### src/hw/atwr_pkg.sv
/*
 * atwr_pkg: constants, register map and carrier types for the two-wire
 * conversion readout block.
 * assumes a 250 MHz system clock; all counts derive from that rate.
 */
package atwr_pkg;

    // system clock rate
    localparam int CLK_HZ       = 250_000_000;
    localparam int CLK_MHZ      = CLK_HZ / 1_000_000;

    // power-up, settling, conversion rate and guard times
    localparam int T_STARTUP_US = 1000;
    localparam int T_SETTLE_US  = 24000;
    localparam int OUT_RATE_HZ  = 125;
    localparam int T_GUARD_US   = 20;
    localparam int T_PD_MIN_NS  = 100;

    // derived cycle counts: least times round up, longest round down
    localparam int STARTUP_CYC  = T_STARTUP_US * CLK_MHZ;
    localparam int SETTLE_CYC   = T_SETTLE_US * CLK_MHZ;
    localparam int PERIOD_CYC   = CLK_HZ / OUT_RATE_HZ;
    localparam int GUARD_CYC    = T_GUARD_US * CLK_MHZ;
    localparam int PD_MIN_CYC   = (T_PD_MIN_NS * CLK_MHZ + 999) / 1000;

    // serial word layout
    localparam int WORD_BITS    = 24;
    localparam int RESULT_BITS  = 16;
    localparam logic       STAT_READY   = 1'b0;
    localparam logic       STAT_ZERO    = 1'b0;
    localparam logic [2:0] CHECK_PATTERN = 3'h5;
    // identification code: value is arbitrary
    localparam logic [1:0] IDENT_CODE   = 2'h2;

    // apb register byte offsets
    localparam logic [7:0] OFS_CTRL     = 8'h00;
    localparam logic [7:0] OFS_STATUS   = 8'h04;
    localparam logic [7:0] OFS_RESULT   = 8'h08;
    localparam logic [7:0] OFS_COUNT    = 8'h0C;

    // control register fields and reset value
    localparam int         CTRL_HOLD_BIT = 0;
    localparam logic [31:0] CTRL_RESET   = 32'h0000_0000;

    // result delivered by the filter at each conversion completion
    typedef struct packed {
        logic [15:0] code;
        logic        range_err;
    } atwr_result_s;

endpackage

### src/hw/atwr_readout.sv
/*
 * atwr_readout: two-wire conversion readout of a converter, with an apb
 * slave for control and status.
 * assumes sclk and powerdown_reset_n are asynchronous pins, and that the
 * filter presents a settled result on filt_result at every completion.
 */
// Chosen here: the register offsets and register access over APB.
`timescale 1ns/1ps
module atwr_readout
    import atwr_pkg::*;
#(
    parameter int         STARTUP_C = STARTUP_CYC,
    parameter int         SETTLE_C  = SETTLE_CYC,
    parameter int         PERIOD_C  = PERIOD_CYC,
    parameter int         GUARD_C   = GUARD_CYC,
    parameter logic [1:0] IDENT     = IDENT_CODE
) (
    // clock and reset
    input  wire logic         clk_sys,
    input  wire logic         rst,
    // apb slave
    input  wire logic         psel,
    input  wire logic         penable,
    input  wire logic         pwrite,
    input  wire logic [7:0]   paddr,
    input  wire logic [31:0]  pwdata,
    output logic [31:0]       prdata,
    output logic              pready,
    output logic              pslverr,
    // filter result
    input  wire atwr_result_s filt_result,
    // device pins
    input  wire logic         powerdown_reset_n,
    input  wire logic         sclk,
    output logic              data_out_ready_n_o,
    output logic              data_out_ready_n_oe
);

    typedef enum logic [1:0] {ST_OFF, ST_WAKE, ST_RUN} atwr_state_e;

    atwr_state_e  state_reg;
    logic [31:0]  cnt_reg;
    logic [7:0]   pd_cnt_reg;
    logic         avail_reg;
    logic         shifting_reg;
    logic [4:0]   bit_cnt_reg;
    logic         dout_reg;
    logic         oe_reg;
    logic [31:0]  ctrl_reg;
    logic [15:0]  conv_count_reg;
    atwr_result_s last_reg;
    logic [31:0]  prdata_reg;
    logic         pslverr_reg;

    logic         pd_lvl;
    logic         sclk_rise;
    logic         sclk_fall;
    logic         pd_req;
    logic         pd_fire;
    logic         conv_done;
    logic         guard_on;
    logic         word_done;
    logic [23:0]  word_next;
    logic [23:0]  word_now;
    logic         sh_msb;
    logic         dout_next;
    logic         wr_en;
    logic         rd_setup;

    // pin synchronisers
    atwr_sync #(.INIT(1'b1)) u_pd_sync (
        .clk_sys  (clk_sys),
        .rst      (rst),
        .async_in (powerdown_reset_n),
        .level_o  (pd_lvl),
        .rise_o   (),
        .fall_o   ()
    );

    atwr_sync #(.INIT(1'b1)) u_sclk_sync (
        .clk_sys  (clk_sys),
        .rst      (rst),
        .async_in (sclk),
        .level_o  (),
        .rise_o   (sclk_rise),
        .fall_o   (sclk_fall)
    );

    // power-down request from the pin or the software hold bit
    assign pd_req  = !pd_lvl || ctrl_reg[CTRL_HOLD_BIT];
    assign pd_fire = pd_req && (pd_cnt_reg == 8'(PD_MIN_CYC - 1));

    // measure the length of a power-down low
    always_ff @(posedge clk_sys) begin
        if (rst || !pd_req) begin
            pd_cnt_reg <= 8'h00;
        end else if (pd_cnt_reg != 8'(PD_MIN_CYC - 1)) begin
            pd_cnt_reg <= pd_cnt_reg + 8'h01;
        end
    end

    // conversion timing: startup, settle, then fixed period
    assign conv_done = (state_reg == ST_RUN) && (cnt_reg == 32'h0000_0000);
    assign guard_on  = (state_reg == ST_RUN) && (cnt_reg < 32'(GUARD_C));

    always_ff @(posedge clk_sys) begin
        if (rst) begin
            state_reg <= ST_OFF;
            cnt_reg   <= 32'h0000_0000;
        end else if (pd_fire) begin
            state_reg <= ST_OFF;
            cnt_reg   <= 32'h0000_0000;
        end else begin
            unique case (state_reg)
                ST_OFF: begin
                    if (!pd_req) begin
                        state_reg <= ST_WAKE;
                        cnt_reg   <= 32'(STARTUP_C - 1);
                    end
                end
                ST_WAKE: begin
                    if (cnt_reg == 32'h0000_0000) begin
                        state_reg <= ST_RUN;
                        cnt_reg   <= 32'(SETTLE_C - 1);
                    end else begin
                        cnt_reg <= cnt_reg - 32'h0000_0001;
                    end
                end
                ST_RUN: begin
                    if (conv_done) begin
                        cnt_reg <= 32'(PERIOD_C - 1);
                    end else begin
                        cnt_reg <= cnt_reg - 32'h0000_0001;
                    end
                end
            endcase
        end
    end

    // assemble the serial word: result then status byte
    assign word_next = {filt_result.code,
                        STAT_READY,
                        STAT_ZERO,
                        filt_result.range_err,
                        IDENT,
                        CHECK_PATTERN};

    atwr_shifter #(.W(WORD_BITS)) u_shifter (
        .clk_sys   (clk_sys),
        .rst       (rst),
        .load      (conv_done),
        .load_word (word_next),
        .shift     (sclk_fall && shifting_reg && (bit_cnt_reg != 5'h00)),
        .word_o    (word_now),
        .msb_o     (sh_msb)
    );

    // last rising edge of a word
    assign word_done = sclk_rise && shifting_reg &&
                       (bit_cnt_reg == 5'(WORD_BITS - 1));

    // readout state: available, shifting, bits taken by the host
    always_ff @(posedge clk_sys) begin
        if (rst || pd_fire || state_reg != ST_RUN) begin
            avail_reg    <= 1'b0;
            shifting_reg <= 1'b0;
            bit_cnt_reg  <= 5'h00;
        end else if (conv_done) begin
            avail_reg    <= 1'b1;
            shifting_reg <= 1'b0;
            bit_cnt_reg  <= 5'h00;
        end else if (guard_on && avail_reg && !shifting_reg) begin
            avail_reg <= 1'b0;
        end else if (sclk_fall && avail_reg && !shifting_reg) begin
            shifting_reg <= 1'b1;
        end else if (word_done) begin
            shifting_reg <= 1'b0;
            avail_reg    <= 1'b0;
            bit_cnt_reg  <= 5'h00;
        end else if (sclk_rise && shifting_reg) begin
            bit_cnt_reg <= bit_cnt_reg + 5'h01;
        end
    end

    // one pin: ready low, then data bits, else high
    always_comb begin
        if (shifting_reg) begin
            dout_next = sh_msb;
        end else if (avail_reg) begin
            dout_next = 1'b0;
        end else begin
            dout_next = 1'b1;
        end
    end

    // registered pin drive and enable
    always_ff @(posedge clk_sys) begin
        if (rst) begin
            dout_reg <= 1'b1;
            oe_reg   <= 1'b0;
        end else begin
            dout_reg <= dout_next;
            oe_reg   <= (state_reg != ST_OFF) && !pd_req;
        end
    end

    assign data_out_ready_n_o  = dout_reg;
    assign data_out_ready_n_oe = oe_reg;

    // capture last result and count completions for software
    always_ff @(posedge clk_sys) begin
        if (rst) begin
            last_reg       <= '0;
            conv_count_reg <= 16'h0000;
        end else if (conv_done) begin
            last_reg       <= filt_result;
            conv_count_reg <= conv_count_reg + 16'h0001;
        end
    end

    // apb: zero wait states, write at access phase
    assign wr_en    = psel && penable && pwrite;
    assign rd_setup = psel && !penable;
    assign pready   = 1'b1;
    assign prdata   = prdata_reg;
    assign pslverr  = pslverr_reg;

    always_ff @(posedge clk_sys) begin
        if (rst) begin
            ctrl_reg <= CTRL_RESET;
        end else if (wr_en && paddr == OFS_CTRL) begin
            ctrl_reg <= {31'h0000_0000, pwdata[CTRL_HOLD_BIT]};
        end
    end

    // read data and error decoded in the setup phase
    always_ff @(posedge clk_sys) begin
        if (rst) begin
            prdata_reg  <= 32'h0000_0000;
            pslverr_reg <= 1'b0;
        end else if (rd_setup) begin
            pslverr_reg <= 1'b0;
            prdata_reg  <= 32'h0000_0000;
            unique case (paddr)
                OFS_CTRL:   prdata_reg <= ctrl_reg;
                OFS_STATUS: prdata_reg <= {23'h00_0000, bit_cnt_reg,
                                           shifting_reg, avail_reg,
                                           state_reg == ST_RUN,
                                           state_reg != ST_OFF};
                OFS_RESULT: prdata_reg <= {13'h0000, IDENT,
                                           last_reg.range_err,
                                           last_reg.code};
                OFS_COUNT:  prdata_reg <= {16'h0000, conv_count_reg};
                default:    pslverr_reg <= 1'b1;
            endcase
        end
    end
endmodule

### src/hw/atwr_sync.sv
/*
 * atwr_sync: three-flop synchroniser with agreement filter and edge pulses.
 * assumes the input is asynchronous to clk_sys; INIT is the idle level.
 */
`timescale 1ns/1ps
module atwr_sync #(
    parameter logic INIT = 1'b1
) (
    // clock and reset
    input  wire logic clk_sys,
    input  wire logic rst,
    // raw input and filtered outputs
    input  wire logic async_in,
    output logic      level_o,
    output logic      rise_o,
    output logic      fall_o
);

    logic ff1_reg;
    logic ff2_reg;
    logic ff3_reg;
    logic lvl_reg;

    // three flops; a change counts once flops two and three agree
    always_ff @(posedge clk_sys) begin
        if (rst) begin
            ff1_reg <= INIT;
            ff2_reg <= INIT;
            ff3_reg <= INIT;
            lvl_reg <= INIT;
        end else begin
            ff1_reg <= async_in;
            ff2_reg <= ff1_reg;
            ff3_reg <= ff2_reg;
            if (ff2_reg == ff3_reg) begin
                lvl_reg <= ff3_reg;
            end
        end
    end

    // edges of the accepted level
    assign level_o = lvl_reg;
    assign rise_o  = (ff2_reg == ff3_reg) && ff3_reg && !lvl_reg;
    assign fall_o  = (ff2_reg == ff3_reg) && !ff3_reg && lvl_reg;

endmodule

### src/hw/atwr_shifter.sv
/*
 * atwr_shifter: parallel-load shift register, msb first, ones shifted in.
 * assumes load and shift come from logic on clk_sys.
 */
`timescale 1ns/1ps
module atwr_shifter #(
    parameter int W = 24
) (
    // clock and reset
    input  wire logic         clk_sys,
    input  wire logic         rst,
    // control and data
    input  wire logic         load,
    input  wire logic [W-1:0] load_word,
    input  wire logic         shift,
    output logic [W-1:0]      word_o,
    output logic              msb_o
);

    logic [W-1:0] word_reg;

    // load wins over shift
    always_ff @(posedge clk_sys) begin
        if (rst) begin
            word_reg <= '1;
        end else if (load) begin
            word_reg <= load_word;
        end else if (shift) begin
            word_reg <= {word_reg[W-2:0], 1'b1};
        end
    end

    assign word_o = word_reg;
    assign msb_o  = word_reg[W-1];

endmodule

### config.mk
export PLATFORM = sky130hd
export DESIGN_NAME = atwr_readout
export DESIGN_NICKNAME = d
export VERILOG_FILES = /design/src/hw/atwr_pkg.sv /design/src/hw/atwr_readout.sv /design/src/hw/atwr_sync.sv /design/src/hw/atwr_shifter.sv
export SDC_FILE = /design/constraint.sdc
export NUM_CORES = 1
export LEC_CHECK = 0
export ABC_CLOCK_PERIOD_IN_PS = 3700
export BUFFER_PORTS_ARGS = -buffer_cell sky130_fd_sc_hd__clkbuf_2
export CORE_MARGIN = 2
export CORE_UTILIZATION = 61
export CTS_CLUSTER_DIAMETER = 30
export DETAILED_ROUTE_END_ITERATION = 12
export PLACE_DENSITY = 0.85
export SYNTH_ARGS = -nofsm -noshare
export SYNTH_HDL_FRONTEND = slang
export SYNTH_SLANG_ARGS = --single-unit
### constraint.sdc
create_clock -name clk_sys -period 3.7 [get_ports clk_sys]
set_input_delay 0 -clock clk_sys [delete_from_list [all_inputs] [get_ports clk_sys]]
set_output_delay 0 -clock clk_sys [all_outputs]
set_load 0.005 [all_outputs]
==> qor.yml <==
grt_pass1_wl_um: 27860
reg2regPathDepth: 7
drc: 0
largest_register_ffs: 32
syn_avg_cell_area_sq_um: 8.210
grt_max_degree: 60
synthTopCellsByArea: "dfxtp_1 42%, nor2_1 5.4%, a21oi_1 4.6%"
ctsHoldBuffers: 25
skew_ns: 0.01158
synth.cell_area_sq_um: 6429
rows: 37
final_cell_mix: "135 x dfxtp_1, 92 x nor2_1, 77 x nand2_1"
fin_crit_sh_pct: 83.92
final_util_pct: 73.45
htreeDepth: 4
whs_endpoint: "prdata[15]"
cp_slowest_cell: "or4_1"
via_per_inst: 6.192
syn2layout_area_growth_pct: 17.42
antenna_found_initial: 0
fmax_mhz: 322.1
cp-end-kind: "register"
cap_violations: 0
cts_buffers: 17
wl_per_cell_um: 17.33
fp.dieW_um: 106.7
synth_edf_count: 0
dr_total_vias: 6093
leakagePower_nw: 2.816
post_synth_num_cell_types: 55
fin_crit_ns: 3.105
gp_congestion: 0.9187
drt_iter0_markers: 515
multi_input_area_sq_um: 3387
worst_hold_path_type: "in -> reg"
ys_seq_elements: 135
start_util_pct: 62.55
rsz0062_at_grt: "false"
ctsResizeCount: 0
dr.pass1.iters: 6
clockBufferDepth: 2
ys_warn_count: 0
overflow: 0
synth_top_area_share_pct: 42.04
cp_data_arrival_time_ns: 3.56
die_h_um: 106.7
cts_tree: "done"
tns_ns: 0
portBuffers: 53
fin_nets: 913
reg2reg_to: "conv_count_reg[10]"
synthArstFlopShare_pct: 0
finalSetupViolCount: 0
coreArea_sq_um: 10280
status: "complete, no violations"
finalHoldViolCount: 0
pwr_density_cell_nw_per_um2: 474.2
grt.total_usage_pct: 30.84
slew_violations: 0
nFillCells: 730
regToRegStartpoint: "cnt_reg[16]"
cts_sinks: 135
critPathMaxStageDelay_ns: 0.70
die-area_sq_um: 11380
grt_pass1_vias: 5835
worstSetupPathType: "reg -> reg"
start_kind: "register"
synth_top_area_cell: "dfxtp_1"
antennaDiodeCount: 0
min_from: "paddr[2]"
clock_latency_ns: 0.54
io_pins: 100
mostFrequentLayoutCell: "dfxtp_1"
root_buffer: "clkbuf_8"
cp_data_required_time_ns: 4.15
crit_fanout: 10
seq_area_frac_synth_pct: 42.04
dp.final_hpwl_um: 10630
layout-drive-gt1-share_pct: 14.39
tightest_slew_ns: 1.000
holdPathStages: 3
ant_nets: 0
synthFlopType: "dfxtp_1"
ir_drop_mv: 0.3553
netlist_instances: 783
drt-total-wl_um: 17050
r2r_slack_ns: 0.60
post_cts_buffers: 0
crit_path_cell_trace: "or4_1 -> nor4_4 -> and4_1 -> buf_4 -> nand3_1 -> or3_1 -> a21oi_1"
cp_num_buf_inv: 1
clkSlewWorstSetupHoldPaths_ns: 0.06
seqCellArea_sq_um: 2703
timing.slew.headroom_pct: 33.33
critPathTopFamily: "simple AND/OR/NAND/NOR gates"
hold_slack_ns: 0.03581
[routing by layer]
metal / share of wire [%] / GRT usage (%)
met5: 0 / 0
met4: 3.0 / 13.82
met3: 7.7 / 7.234
met2: 49 / 52.00
met1: 40 / 37.46
[per-stage QoR]
| step | cell area, sq um | cells | setup slack, ns | total power, mW |
|---|---|---|---|---|
| final | 7548 | 984 | 0.5950 | 3.579 |
| after global routing | 7548 | 984 | 0.5046 | 3.669 |
| after CTS | 7548 | 984 | 0.6973 | 3.567 |
| after detailed placement | 6679 | 929 | 0.7677 | 1.783 |
| after global placement | 6679 | 929 | 0.8468 | 1.775 |
| after floorplan | 6477 | 796 | 1.340 | 1.722 |
[worst register-to-register path, cell delays in order (launching register included)]
cell	delay, ns
dfxtp_1	0.36
or4_1	0.70
nor4_4	0.38
and4_1	0.52
buf_4	0.22
nand3_1	0.20
or3_1	0.44
a21oi_1	0.20
[synth_stat cells (13+ instances only)]
| cell type | count |
|---|---|
| nand4_1 | 17 |
| nand2_1 | 77 |
| clkbuf_1 | 42 |
| a21oi_1 | 59 |
| nor2b_1 | 21 |
| nand3_1 | 15 |
| nor4_1 | 18 |
| a211oi_1 | 20 |
| inv_1 | 17 |
| nor2_1 | 93 |
| xor2_1 | 18 |
| buf_4 | 16 |
| dfxtp_1 | 135 |
| nor3_1 | 16 |
| o21ai_0 | 59 |
| mux2_2 | 13 |
[area by class of cell]
type                    instances  share of cell area, %
clock buffers                  18                  5.536
clock inverters                12                  2.669
repair buffers                 90                  8.023
inverters                      17                 0.8454
flip-flops and latches        135                  35.80
multi-input cells             576                  44.87
well taps                     136                  2.254
[how the worst max path moves through the flow]
stage               cells after the start            endpoint  slack (ns)         from
floorplan                               8  conv_count_reg[15]        1.34  cnt_reg[16]
global placement                        7   conv_count_reg[8]        0.85  cnt_reg[16]
detailed placement                      7   conv_count_reg[8]        0.77  cnt_reg[16]
CTS                                     7  conv_count_reg[10]        0.70  cnt_reg[16]
global route                            7  conv_count_reg[10]        0.50  cnt_reg[16]
finish                                  7  conv_count_reg[10]        0.60  cnt_reg[16]
[cells by family (layout without fill, tap and decap cells)]
family                   count (synthesis)  in the layout  share of synthesized area, %
buffers and inverters                   85            137                         6.072
XOR/XNOR                                30             30                         4.087
adder cells (fa/ha/maj)                 12             12                         2.335
AO/OA/AOI/OAI                          191            191                         18.14
other                                    2             15                        0.1168
multiplexers                            20             20                         3.562
flip-flops                             135            135                         42.04
AND/OR/NAND/NOR                        308            308                         23.65
[power breakdown]
part / switching [mW] / leakage [nW] / internal (mW)
combinational: 0.174 / 1.43 / 0.108
clock: 0.639 / 0.297 / 1.16
sequential: 0.0253 / 1.09 / 1.48
No activity file was read; power rests on OpenSTA's default activity.
